$ cat config.mk
export PLATFORM = sky130hd
export DESIGN_NAME = pwmc_core
export DESIGN_NICKNAME = d
export VERILOG_FILES = /design/src/pwmc_pkg.sv /design/src/pwmc_core.sv
export VERILOG_INCLUDE_DIRS = /design/src /design/src/src
export SDC_FILE = /design/constraint.sdc
export NUM_CORES = 1
export LEC_CHECK = 0
export BUFFER_PORTS_ARGS = -buffer_cell sky130_fd_sc_hd__buf_4
export CAP_MARGIN = 5
export CORE_ASPECT_RATIO = 0.5
export CORE_MARGIN = 2
export CORE_UTILIZATION = 50
export DETAILED_ROUTE_END_ITERATION = 7
export MAX_ROUTING_LAYER = met4
export PLACE_DENSITY_LB_ADDON = 0.3
export SKIP_LAST_GASP = 1
export SYNTH_ARGS = -nofsm -noshare
export SYNTH_HDL_FRONTEND = slang
export SYNTH_SLANG_ARGS = --single-unit
export TNS_END_PERCENT = 20
$ cat constraint.sdc
create_clock -name clk_sys -period 4.6 [get_ports clk_sys]
set_clock_uncertainty 0.05 [all_clocks]
set_input_delay 0.69 -clock clk_sys [delete_from_list [all_inputs] [get_ports clk_sys]]
set_output_delay 0.69 -clock clk_sys [all_outputs]
set_load 0.1 [all_outputs]
$ cat src/pwmc_defines.svh
// constants for the four-generator pwm period, phase and duty core
// assumes a 32-bit classic wishbone slave with word-aligned byte addresses
`ifndef PWMC_DEFINES_SVH
`define PWMC_DEFINES_SVH

// ----------------------------------------
// geometry
// ----------------------------------------
`define PWMC_NGEN 4
`define PWMC_CW 13
`define PWMC_RW 16
`define PWMC_FINE_W 3
`define PWMC_ADR_W 8

// ----------------------------------------
// register map (byte addresses)
// ----------------------------------------
`define PWMC_MOD_CTRL_OFS 8'h00
`define PWMC_PRIMARY_PERIOD_OFS 8'h04
`define PWMC_SHARED_DUTY_OFS 8'h08
`define PWMC_STATUS_OFS 8'h0c
`define PWMC_GEN_CTRL_OFS 4'h0
`define PWMC_PHASE_OFS 4'h4
`define PWMC_GEN_DUTY_OFS 4'h8

// ----------------------------------------
// fields
// ----------------------------------------
`define PWMC_MODULE_ENABLE_BIT 0
`define PWMC_IUE_BIT 0
`define PWMC_INDEP_TB_BIT 1
`define PWMC_INDEP_OUT_BIT 2
`define PWMC_USE_SHARED_BIT 3

// ----------------------------------------
// reset values and limits
// ----------------------------------------
`define PWMC_PERIOD_RST 16'hfff8
`define PWMC_REG_RST 16'h0000
`define PWMC_DUTY_MIN 16'h0008
`define PWMC_DUTY_MAX 16'hffef

// ----------------------------------------
// time-base figures at the 30 mips point
// ----------------------------------------
`define PWMC_TB_MHZ 120
`define PWMC_PERIOD_RES_PS 8400
`define PWMC_DUTY_RES_PS 1050

`endif

$ cat src/pwmc_pkg.sv
// types shared by the pwm period, phase and duty core
// assumes pwmc_defines.svh is included by the design files
package pwmc_pkg;

  // per-generator control bits
  typedef struct packed {
    logic use_shared;
    logic indep_out;
    logic indep_tb;
    logic immediate_update_enable;
  } pwmc_genctl_t;

  // one output pin pair
  typedef struct packed {
    logic hi;
    logic lo;
  } pwmc_pair_t;

endpackage

$ cat src/pwmc_core.sv
// pwm core: primary time base, four individual time bases, duty compare,
// pin-pair formatting and a classic wishbone register slave.
// assumes a single 100 mhz clock; pins feed external gate drivers.
//
// What this block does
// - primary time base counts to the 13-bit primary_period field.
// - primary_period may be written at any time while running.
// - independent time base takes its period from phase_offset.
// - time base nominally ticks at 120 mhz giving 8.4 ns period step.
// - one duty lsb moves the edge by 1.05 ns at 30 mips.
// - finest duty step comes from a fixed-delay element outside.
// - period compare uses only primary_period bits 15 down to 3.
// - individual_counter loads from phase_offset to set output shift.
// - phase writes go to a shadow, moved on individual time base reset.
// - in lock-step mode, transferred phase reaches the output only at master reset.
// - in lock-step mode, phase above the period saturates to the period.
// - four generators each with own 16-bit duty, plus shared duty.
// - generators may take duty from the shared duty register.
// - time base counters are 13 bits and advance every tick.
// - output active while counter is at or below duty bits 15:3.
// - low three duty bits go out to fine edge-adjust logic.
// - new duty waits for primary rollover unless immediate update set.
// - complementary mode drives pwm on high pin, inverse on low pin.
// - complementary format is the default except independent output.
// - independent output mode drives same pwm on both pins.
// - duty below 0x0008 produces no output pulse.
// - primary match clears primary counter, reloads lock-step individual counters.
// - independent counter counts to its phase value then restarts.
// - clearing module enable clears all time base counters.
`timescale 1ns/1ps
`default_nettype none
`include "pwmc_defines.svh"

module pwmc_core (
  // clock and reset
  input wire logic clk_sys,
  input wire logic rstn,
  // wishbone slave
  input wire logic cyc_i,
  input wire logic stb_i,
  input wire logic we_i,
  input wire logic [`PWMC_ADR_W-1:0] adr_i,
  input wire logic [3:0] sel_i,
  input wire logic [31:0] dat_i,
  output logic [31:0] dat_o,
  output logic ack_o,
  // output pairs
  output logic [`PWMC_NGEN-1:0] pwm_high_out,
  output logic [`PWMC_NGEN-1:0] pwm_low_out,
  // fine edge-adjust codes, three bits per generator
  output logic [`PWMC_NGEN*`PWMC_FINE_W-1:0] fine_adjust
);

  // ----------------------------------------
  // bus decode
  // ----------------------------------------
  logic ack_q;
  logic [31:0] dat_q;
  wire req = cyc_i & stb_i;
  wire wr_take = req & we_i & ack_q;
  wire [3:0] gen_slot = adr_i[7:4];
  wire [3:0] gen_reg = adr_i[3:0];
  wire is_gen = (gen_slot != 4'h0) && (gen_slot <= 4'h4);
  wire [1:0] gen_idx = 2'(gen_slot - 4'h1);
  wire wr_mod_ctrl = wr_take && (adr_i == `PWMC_MOD_CTRL_OFS);
  wire wr_period = wr_take && (adr_i == `PWMC_PRIMARY_PERIOD_OFS);
  wire wr_shared = wr_take && (adr_i == `PWMC_SHARED_DUTY_OFS);

  // byte lanes onto a 16-bit register
  function automatic logic [15:0] lane_merge(input logic [15:0] old,
                                             input logic [31:0] wd,
                                             input logic [3:0] sel);
    logic [15:0] r;
    r = old;
    if (sel[0]) begin
      r[7:0] = wd[7:0];
    end
    if (sel[1]) begin
      r[15:8] = wd[15:8];
    end
    return r;
  endfunction

  // ----------------------------------------
  // module registers
  // ----------------------------------------
  logic module_enable_bit_q;
  logic [15:0] primary_period_q;
  logic [15:0] shared_duty_q;

  always_ff @(posedge clk_sys or negedge rstn) begin
    if (!rstn) begin
      module_enable_bit_q <= 1'b0;
    end else if (wr_mod_ctrl && sel_i[0]) begin
      module_enable_bit_q <= dat_i[`PWMC_MODULE_ENABLE_BIT];
    end
  end

  // period is taken live: no need to stop the module first
  always_ff @(posedge clk_sys or negedge rstn) begin
    if (!rstn) begin
      primary_period_q <= `PWMC_PERIOD_RST;
    end else if (wr_period) begin
      primary_period_q <= lane_merge(primary_period_q, dat_i, sel_i);
    end
  end

  always_ff @(posedge clk_sys or negedge rstn) begin
    if (!rstn) begin
      shared_duty_q <= `PWMC_REG_RST;
    end else if (wr_shared) begin
      shared_duty_q <= lane_merge(shared_duty_q, dat_i, sel_i);
    end
  end

  // ----------------------------------------
  // primary time base
  // ----------------------------------------
  // one tick per clk_sys edge; the 120 mhz figure scales only the step size
  logic [`PWMC_CW-1:0] primary_counter_q;
  wire en = module_enable_bit_q;
  wire [`PWMC_CW-1:0] period_field = primary_period_q[15:3];
  wire primary_match = en && (primary_counter_q == period_field);

  always_ff @(posedge clk_sys or negedge rstn) begin
    if (!rstn) begin
      primary_counter_q <= '0;
    end else if (!en) begin
      primary_counter_q <= '0;
    end else if (primary_match) begin
      primary_counter_q <= '0;
    end else begin
      primary_counter_q <= primary_counter_q + 1'b1;
    end
  end

  // ----------------------------------------
  // per-generator logic
  // ----------------------------------------
  pwmc_pkg::pwmc_genctl_t [`PWMC_NGEN-1:0] genctl_q;
  logic [`PWMC_NGEN-1:0][15:0] phase_offset_q;
  logic [`PWMC_NGEN-1:0][15:0] generator_duty_q;
  logic [`PWMC_NGEN-1:0][`PWMC_CW-1:0] phase_act_q;
  logic [`PWMC_NGEN-1:0][`PWMC_CW-1:0] individual_counter_q;
  logic [`PWMC_NGEN-1:0][15:0] duty_act_q;
  pwmc_pkg::pwmc_pair_t [`PWMC_NGEN-1:0] pair_q;
  logic [`PWMC_NGEN-1:0] pwm_q;

  genvar g;
  generate
    for (g = 0; g < `PWMC_NGEN; g++) begin : gen_pwm
      wire sel_me = wr_take && is_gen && (gen_idx == 2'(g));
      wire wr_ctl = sel_me && (gen_reg == `PWMC_GEN_CTRL_OFS);
      wire wr_ph = sel_me && (gen_reg == `PWMC_PHASE_OFS);
      wire wr_dc = sel_me && (gen_reg == `PWMC_GEN_DUTY_OFS);
      wire indep_tb = genctl_q[g].indep_tb;
      wire [`PWMC_CW-1:0] ic = individual_counter_q[g];
      wire [`PWMC_CW-1:0] ph_raw = phase_offset_q[g][15:3];
      // saturate against the period; own period in independent mode
      wire [`PWMC_CW-1:0] ph_sat = (ph_raw > period_field) ? period_field : ph_raw;
      wire [`PWMC_CW-1:0] ph_next = indep_tb ? ph_raw : ph_sat;
      wire [`PWMC_CW-1:0] own_per = indep_tb ? phase_act_q[g] : period_field;
      wire own_wrap = en && (ic == own_per);
      wire itb_reset = indep_tb ? own_wrap : (own_wrap || primary_match);
      wire [15:0] duty_sel = genctl_q[g].use_shared ? shared_duty_q
                                                    : generator_duty_q[g];
      wire duty_load = primary_match || genctl_q[g].immediate_update_enable;
      wire duty_ok = duty_act_q[g] >= `PWMC_DUTY_MIN;
      wire pwm_d = en && duty_ok && (ic <= duty_act_q[g][15:3]);

      always_ff @(posedge clk_sys or negedge rstn) begin
        if (!rstn) begin
          genctl_q[g] <= '0;
        end else if (wr_ctl && sel_i[0]) begin
          genctl_q[g] <= pwmc_pkg::pwmc_genctl_t'(dat_i[3:0]);
        end
      end

      // software writes land in the shadow copy only
      always_ff @(posedge clk_sys or negedge rstn) begin
        if (!rstn) begin
          phase_offset_q[g] <= `PWMC_REG_RST;
        end else if (wr_ph) begin
          phase_offset_q[g] <= lane_merge(phase_offset_q[g], dat_i, sel_i);
        end
      end

      always_ff @(posedge clk_sys or negedge rstn) begin
        if (!rstn) begin
          generator_duty_q[g] <= `PWMC_REG_RST;
        end else if (wr_dc) begin
          generator_duty_q[g] <= lane_merge(generator_duty_q[g], dat_i, sel_i);
        end
      end

      always_ff @(posedge clk_sys or negedge rstn) begin
        if (!rstn) begin
          phase_act_q[g] <= '0;
        end else if (itb_reset) begin
          phase_act_q[g] <= ph_next;
        end
      end

      // lock-step counters reload their phase at the master reset
      always_ff @(posedge clk_sys or negedge rstn) begin
        if (!rstn) begin
          individual_counter_q[g] <= '0;
        end else if (!en) begin
          individual_counter_q[g] <= '0;
        end else if (!indep_tb && primary_match) begin
          individual_counter_q[g] <= phase_act_q[g];
        end else if (own_wrap) begin
          individual_counter_q[g] <= '0;
        end else begin
          individual_counter_q[g] <= ic + 1'b1;
        end
      end

      always_ff @(posedge clk_sys or negedge rstn) begin
        if (!rstn) begin
          duty_act_q[g] <= '0;
        end else if (duty_load) begin
          duty_act_q[g] <= duty_sel;
        end
      end

      always_ff @(posedge clk_sys or negedge rstn) begin
        if (!rstn) begin
          pwm_q[g] <= 1'b0;
        end else begin
          pwm_q[g] <= pwm_d;
        end
      end

      // pins go quiet while disabled so neither switch is left on
      always_ff @(posedge clk_sys or negedge rstn) begin
        if (!rstn) begin
          pair_q[g] <= '0;
        end else if (!en) begin
          pair_q[g] <= '0;
        end else if (genctl_q[g].indep_out) begin
          pair_q[g] <= '{hi: pwm_d, lo: pwm_d};
        end else begin
          pair_q[g] <= '{hi: pwm_d, lo: ~pwm_d};
        end
      end

      assign pwm_high_out[g] = pair_q[g].hi;
      assign pwm_low_out[g] = pair_q[g].lo;
      // the sub-step edge delay itself lives in the pad-side delay line
      assign fine_adjust[g*`PWMC_FINE_W +: `PWMC_FINE_W] = duty_act_q[g][2:0];
    end
  endgenerate

  // ----------------------------------------
  // read mux
  // ----------------------------------------
  wire [31:0] status_word = {20'h00000, pwm_q, 7'h00, en};
  wire [31:0] gen_word =
    (gen_reg == `PWMC_GEN_CTRL_OFS) ? {28'h0000000, 4'(genctl_q[gen_idx])} :
    (gen_reg == `PWMC_PHASE_OFS) ? {16'h0000, phase_offset_q[gen_idx]} :
    (gen_reg == `PWMC_GEN_DUTY_OFS) ? {16'h0000, generator_duty_q[gen_idx]} :
    32'h00000000;
  wire [31:0] rd_word =
    (adr_i == `PWMC_MOD_CTRL_OFS) ? {31'h00000000, en} :
    (adr_i == `PWMC_PRIMARY_PERIOD_OFS) ? {16'h0000, primary_period_q} :
    (adr_i == `PWMC_SHARED_DUTY_OFS) ? {16'h0000, shared_duty_q} :
    (adr_i == `PWMC_STATUS_OFS) ? status_word :
    is_gen ? gen_word : 32'h00000000;

  // ----------------------------------------
  // handshake
  // ----------------------------------------
  // one wait state: ack follows the request by one edge, then drops
  always_ff @(posedge clk_sys or negedge rstn) begin
    if (!rstn) begin
      ack_q <= 1'b0;
    end else begin
      ack_q <= req & ~ack_q;
    end
  end

  always_ff @(posedge clk_sys or negedge rstn) begin
    if (!rstn) begin
      dat_q <= 32'h00000000;
    end else if (req & ~ack_q) begin
      dat_q <= rd_word;
    end
  end

  assign ack_o = ack_q;
  assign dat_o = dat_q;

endmodule

`default_nettype wire

==> results of run 1 <==
[cell usage after synthesis, types with 8 or more instances]
| cell type | number | area, sq um |
|---|---|---|
| nand4_1 | 35 | 219.0 |
| and3_1 | 23 | 143.9 |
| nor3_1 | 8 | 40.04 |
| a211oi_1 | 9 | 67.56 |
| buf_2 | 29 | 145.1 |
| clkbuf_1 | 58 | 217.7 |
| mux2i_1 | 153 | 1531 |
| buf_4 | 32 | 240.2 |
| xnor2_1 | 63 | 551.8 |
| inv_1 | 82 | 307.8 |
| o21a_1 | 13 | 97.59 |
| o21ai_0 | 108 | 540.5 |
| a222oi_1 | 8 | 80.08 |
| xor2_1 | 54 | 473.0 |
| nor2_1 | 125 | 469.2 |
| dfstp_2 | 13 | 341.6 |
| nor2_2 | 16 | 100.1 |
| nand2_1 | 152 | 570.6 |
| and2_1 | 13 | 81.33 |
| nand3_1 | 55 | 275.3 |
| nor4_1 | 22 | 137.6 |
| a22o_1 | 16 | 140.1 |
| a2bb2oi_1 | 31 | 271.5 |
| dfrtp_1 | 374 | 9359 |
| mux4_2 | 36 | 810.8 |
| mux2_2 | 196 | 2207 |
| ha_1 | 113 | 1414 |
| buf_1 | 14 | 52.55 |
| a21oi_1 | 79 | 395.4 |
| a22oi_1 | 9 | 67.56 |
[critical path, cell delays in order (launching register included)]
cell	delay, ns
dfstp_2	0.81
xnor2_1	0.21
nand4_1	0.10
or4_1	0.84
nor2_4	0.44
a41o_1	0.54
buf_4	0.29
a2bb2oi_1	0.17
nor2_1	0.05
[power breakdown]
part | switching [uW] | internal, uW | total [uW]
Clock | 1440 | 1860 | 3300
Sequential | 38.6 | 3440 | 3480
Combinational | 283 | 96.0 | 379
Total | 1770 | 5390 | 7160
[cell type report]
| class | instances | share of cell area, % |
|---|---|---|
| Clock inverter | 18 | 0.8523 |
| Antenna cell | 1 | 0.01021 |
| Clock buffer | 51 | 4.445 |
| Inverter | 82 | 1.256 |
| Tap cell | 588 | 3.001 |
| Multi-Input combinational cell | 1455 | 47.44 |
| Timing Repair Buffer | 106 | 3.430 |
| Sequential cell | 387 | 39.57 |
[cells by family (layout without fill, tap and decap cells)]
kind of cell               count (synthesis)  count (layout)  synth area share [%]
and+or+nand+nor                          487             487                 10.52
buffers and inverters                    220             257                 4.596
AOI/OAI and AO/OA                        330             330                 9.529
DFF                                      387             387                 43.56
adders and majority gates                113             113                 6.349
other                                      1              17               0.01684
muxes                                    390             390                 20.68
xor gates and xnor gates                 119             119                 4.747
[path summary, 6_finish.rpt]
path / startpoint / end / slack, ns / cells after the start
hold reg to reg: fine_adjust[0]$_DFFE_PN0P_ / fine_adjust[0]$_DFFE_PN0P_ / 0.43 / 2
setup / recovery: primary_period_q[5]$_DFFE_PN1P_ / gen_pwm[0].ic[0]$_DFF_PN0_ / 0.96 / 8
setup reg to reg: primary_period_q[5]$_DFFE_PN1P_ / gen_pwm[0].ic[0]$_DFF_PN0_ / 0.96 / 8
hold / removal: rstn / fine_adjust[0]$_DFFE_PN0P_ / 0.10 / 1
min in group clk_sys: fine_adjust[0]$_DFFE_PN0P_ / fine_adjust[0]$_DFFE_PN0P_ / 0.43 / 2
max in group asynchronous: rstn / duty_act_q[51]$_DFFE_PN0P_ / 3.37 / 2
[metrics by stage]
| step | area, sq um | instances | setup slack [ns] | utilization, % | hold WS [ns] |
|---|---|---|---|---|---|
| after global routing | 24510 | 2688 | 0.7787 | 55.99 | 0.1416 |
| final | 24510 | 2688 | 0.9563 | 55.99 | 0.1048 |
| after global placement | 23210 | 2618 | 1.062 | 53.02 | 0.4149 |
| after CTS | 24510 | 2687 | 0.9826 | 55.99 | 0.1048 |
| after floorplan | 22330 | 2062 | 1.158 | - | 0.3444 |
| after detailed placement | 23210 | 2618 | 0.9967 | 53.02 | 0.4220 |
[flip-flops by register name, indices dropped and copies added, names as in the netlist, 12 cells and up]
signal / cells
fine_adjust: 12
phase_act_q: 52
primary_counter_q: 13
gen_pwm.ic: 52
generator_duty_q: 64
shared_duty_q: 16
dat_o: 16
phase_offset_q: 12
duty_act_q: 52
genctl_q: 12
primary_period_q: 16
gen_pwm.ph_raw: 52
[per-layer routing]
layer  routed length (um)  track usage [%]  vias up
li1                     -                -     7376
met1                30300            44.33     8417
met2                29360            44.11      744
met3                 6943            7.264      142
met4                 1989            8.304        0
met5                    0                -        -
[placed cells by master, fill, tap and decap left out, types with 5 or more instances in the layout]
master       n
dfrtp_1    374
mux2_2     196
mux2i_1    153
nand2_1    152
nor2_1     121
ha_1       113
o21ai_0    108
buf_4      102
inv_1       81
a21oi_1     79
xnor2_1     63
nand3_1     55
xor2_1      54
clkbuf_16   38
mux4_2      36
nand4_1     35
a2bb2oi_1   31
and3_1      23
nor4_1      22
nor2_2      20
a22o_1      16
conb_1      16
and2_1      13
o21a_1      13
dfstp_2     13
a211oi_1     9
a22oi_1      9
clkbuf_8     9
nor3_1       8
a222oi_1     8
or4_1        6
o211ai_1     6
a21o_1       6
a221oi_1     6
nand2b_1     5
mux2_1       5
==> results.py, run 1 <==
metrics = {
    "flow_run": {
        "maxCapViolCount": 0,
    },
    "cells_and_area": {
        "seqCellArea_sq_um": 9701,
        "drive_above_1_share_pct": 21.92,
        "fin_nets": 2232,
        "multi_input_area_sq_um": 11630,
        "fill_cells": 3762,
        "area_delta_synth_final_pct": 10.08,
    },
    "timing": {
        "rsz0062_at_grt": "no",
        "period_share_pct": 79.21,
        "finalCriticalPeriod_ns": 3.644,
        "maxSlewViolCount": 0,
        "tns_ns": 0,
        "setup-violations-final": 0,
        "worst_pin_slew_ns": 1.196,
        "slew_headroom_pct": 20.25,
        "hold_viol_final": 0,
        "fmax_mhz": 274.4,
    },
    "clocking": {
        "cts_tree": "yes",
        "htreeDepth": 2,
        "clkTransAtPathRegs_ns": 0.07,
        "cts_buffers": 38,
        "cts_setup_buffers": 0,
        "clock_path_buffers": 3,
        "cts_resized": 0,
        "holdBufCountCts": 0,
        "ctsRootBufferMaster": "clkbuf_16",
        "cts_sinks": 387,
        "clk_latency_ns": 0.56,
    },
    "logic_synthesis": {
        "yosysUniqueCellTypes": 72,
        "seq_area_frac_synth_pct": 43.56,
        "async_flop_share_pct": 100.0,
        "yosysWarnings": 0,
        "syn_avg_cell_area_sq_um": 10.88,
        "synth-seq-cells": 387,
        "syn_area_sq_um": 22270,
        "syn_inst": 2047,
        "synthFlopType": "dfrtp_1",
        "synth_edf_count": 0,
    },
    "detailed_routing": {
        "dr.pass1.iters": 8,
        "vias_per_cell": 6.205,
        "detail-route-antenna-nets": 0,
        "post-route-drc-count": 0,
        "wl_um": 68600,
        "drt_iter0_markers": 1819,
        "detail_route.wl_per_cell_um": 25.52,
        "vias": 16680,
    },
    "grt": {
        "antenna_found_initial": 3,
        "grt-ovfl-total": 0,
        "grt_pass1_vias": 16250,
        "grt_pass1_wl_um": 103800,
        "grt_max_degree": 98,
        "track_usage_pct": 30.98,
    },
    "power_and_ir_drop": {
        "power_density_nw_per_um2": 291.9,
        "p_total_uw": 7156,
        "vdd_drop_max_mv": 0.2586,
        "leakagePower_uw": 0.01101,
    },
    "floorplanning": {
        "die_area_sq_um": 46350,
        "chipWidth_um": 302.5,
        "coreArea_sq_um": 43780,
        "rows": 54,
        "die-height_um": 153.2,
        "num_io_pins": 102,
        "initial_core_util_pct": 50.87,
    },
    "critical_path": {
        "path_class": "reg -> reg",
        "arrival_ns": 4.01,
        "cp-end-kind": "register",
        "worstPathRequired_ns": 4.97,
        "worst_setup_path_start_kind": "register",
        "critPathMaxFanout": 17,
    },
    "place": {
        "portBuffers": 67,
        "routabilityCongestion": 0.9621,
        "hpwl_um": 49730,
    },
    "hold_path": {
        "hp-class": "in -> async",
    },
    "run_status": {
        "status": "finished, final reports clean",
    },
}
Power figures use the tool's default switching activity.
==> inputs of run 2 (changes only) <==
clock period = 3.6 ns   (was 4.6 ns; I/O delays follow)
==> results.py, run 2 (synthesis gave the netlist of run 1 again) <==
metrics = {
    "place": {
        "portBuffers": 67,
        "pre_cts_slack_ns": 0.4879,
        "hpwl_um": 51340,
        "post_dp_cell_area_sq_um": 23420,
        "routabilityCongestion": 0.9860,
    },
    "detailed_routing": {
        "vias": 16850,
        "detail-route-antenna-nets": 0,
        "wl_um": 68990,
        "dr.pass1.iters": 8,
        "vias_per_cell": 6.205,
        "detail_route.wl_per_cell_um": 25.41,
        "post-route-drc-count": 0,
        "drt_iter0_markers": 2085,
    },
    "grt": {
        "grt_max_degree": 88,
        "grt-ovfl-total": 0,
        "grt_pass1_wl_um": 103800,
        "grt_pass1_vias": 16260,
        "antenna_found_initial": 7,
        "track_usage_pct": 31.05,
    },
    "timing": {
        "rsz0062_at_grt": "no",
        "slew_headroom_pct": 21.19,
        "setup_slack_ns": 0.4194,
        "period_share_pct": 88.35,
        "worst_pin_slew_ns": 1.182,
        "setup-violations-final": 0,
        "fmax_mhz": 314.4,
        "hold_viol_final": 0,
        "tns_ns": 0,
        "maxSlewViolCount": 0,
        "finalCriticalPeriod_ns": 3.181,
    },
    "flow_run": {
        "maxCapViolCount": 0,
    },
    "floorplanning": {
        "rows": 54,
        "coreArea_sq_um": 43780,
        "chipWidth_um": 302.5,
        "num_io_pins": 102,
        "die_area_sq_um": 46350,
        "die-height_um": 153.2,
        "initial_core_util_pct": 50.87,
    },
    "cells_and_area": {
        "multi_input_area_sq_um": 11630,
        "drive_above_1_share_pct": 22.47,
        "area_delta_synth_final_pct": 10.83,
        "design_area_sq_um": 24680,
        "seqCellArea_sq_um": 9701,
        "layout_common_cells": "dfrtp_1, mux2_2, mux2i_1, nand2_1",
        "top_register": "generator_duty_q",
        "final_util_pct": 56.37,
        "largest_reg_flops": 64,
        "fin_nets": 2255,
        "fill_cells": 3816,
        "layout_commonest_cell": "dfrtp_1",
    },
    "power_and_ir_drop": {
        "leakagePower_uw": 0.01112,
        "vdd_drop_max_mv": 0.3348,
        "power_density_nw_per_um2": 367.3,
    },
    "critical_path": {
        "worstPathRequired_ns": 3.98,
        "critPathMaxStageDelay_ns": 0.71,
        "cp_cell_sequence": "inv_1 -> ha_1 -> o21ai_0 -> nor2_1 -> o31ai_1 -> a211oi_1 -> o21ai_0 -> buf_4 -> mux2_2 -> mux2_1",
        "crit_slowest_cell": "dfstp_2",
        "path_class": "reg -> reg",
        "critical-path-top-delay-family": "compound AO/OA/AOI/OAI gates",
        "critPathMaxFanout": 12,
        "arrival_ns": 3.56,
        "cp-end-kind": "register",
        "worst_path_most_repeated_cell": "o21ai_0",
        "worst_setup_path_start_kind": "register",
        "worst-path-buf-inv": 2,
    },
    "clocking": {
        "cts_setup_buffers": 0,
        "cts_tree": "yes",
        "clock_path_buffers": 3,
        "clkTransAtPathRegs_ns": 0.07,
        "ctsRootBufferMaster": "clkbuf_16",
        "cts_sinks": 387,
        "htreeDepth": 2,
        "cts_buffers": 38,
        "clk_latency_ns": 0.56,
    },
    "hold_path": {
        "hp-class": "in -> reg",
    },
    "run_status": {
        "status": "finished, final reports clean",
    },
}
-- run 2: cell count changes in the layout (fill, tap and decap cells not counted) --
cell	delta
buf_12	+3
buf_4	+19
clkbuf_1	+6
clkbuf_8	-4
clkinv_2	+4
clkinv_4	-1
clkinvlp_4	-2
diode_2	+3
dlygate4sd3_1	+1
inv_6	-2
-- run 2: per-layer routing --
metal	wire length, um	up-vias	GRT usage (%)
met1	31240	8501	45.95
met3	6519	145	6.155
li1	-	7449	-
met4	1963	0	8.281
met2	29260	752	43.27
met5	0	-	-
-- run 2: repair_timing --
action	in CTS	in global routing
hold buffers	1	0
hold endpoints to repair	22	0
gates resized for setup	0	0
-- run 2: cell type report --
cell class | instances | share of cell area (%)
Multi-Input combinational cell | 1455 | 47.12
Clock buffer | 53 | 4.284
Timing Repair Buffer | 129 | 4.268
Sequential cell | 387 | 39.30
Clock inverter | 17 | 0.7604
Inverter | 82 | 1.247
Antenna cell | 4 | 0.04056
Tap cell | 588 | 2.981
-- run 2: through the flow --
step	instances	hold slack [ns]	power, uW
2_1_floorplan	2062	0.1944	4791
3_3_place_gp	2640	0.4153	5013
3_5_place_dp	2640	0.4230	5018
4_1_cts	2711	0.2678	9102
5_1_grt	2715	0.2860	9323
6_report	2715	0.2969	9066
-- run 2: path summary, 6_finish.rpt --
kind,end,cells past startpoint,start,slack [ns]
max,phase_act_q[47]$_DFFE_PN0P_,10,primary_period_q[6]$_DFFE_PN1P_,0.42
max reg2reg,phase_act_q[47]$_DFFE_PN0P_,10,primary_period_q[6]$_DFFE_PN1P_,0.42
max in group asynchronous,primary_period_q[9]$_DFFE_PN1P_,3,rstn,1.95
min,shared_duty_q[7]$_DFFE_PN0P_,2,dat_i[7],0.30
min reg2reg,fine_adjust[1]$_DFFE_PN0P_,2,fine_adjust[1]$_DFFE_PN0P_,0.43
min in group asynchronous,fine_adjust[1]$_DFFE_PN0P_,2,rstn,0.51
-- run 2: where the power goes --
group          switching, uW  internal [uW]  total (uW)
registers               50.6           4390        4440
logic                    365            133         498
clock network           1830           2290        4120
total                   2250           6820        9070
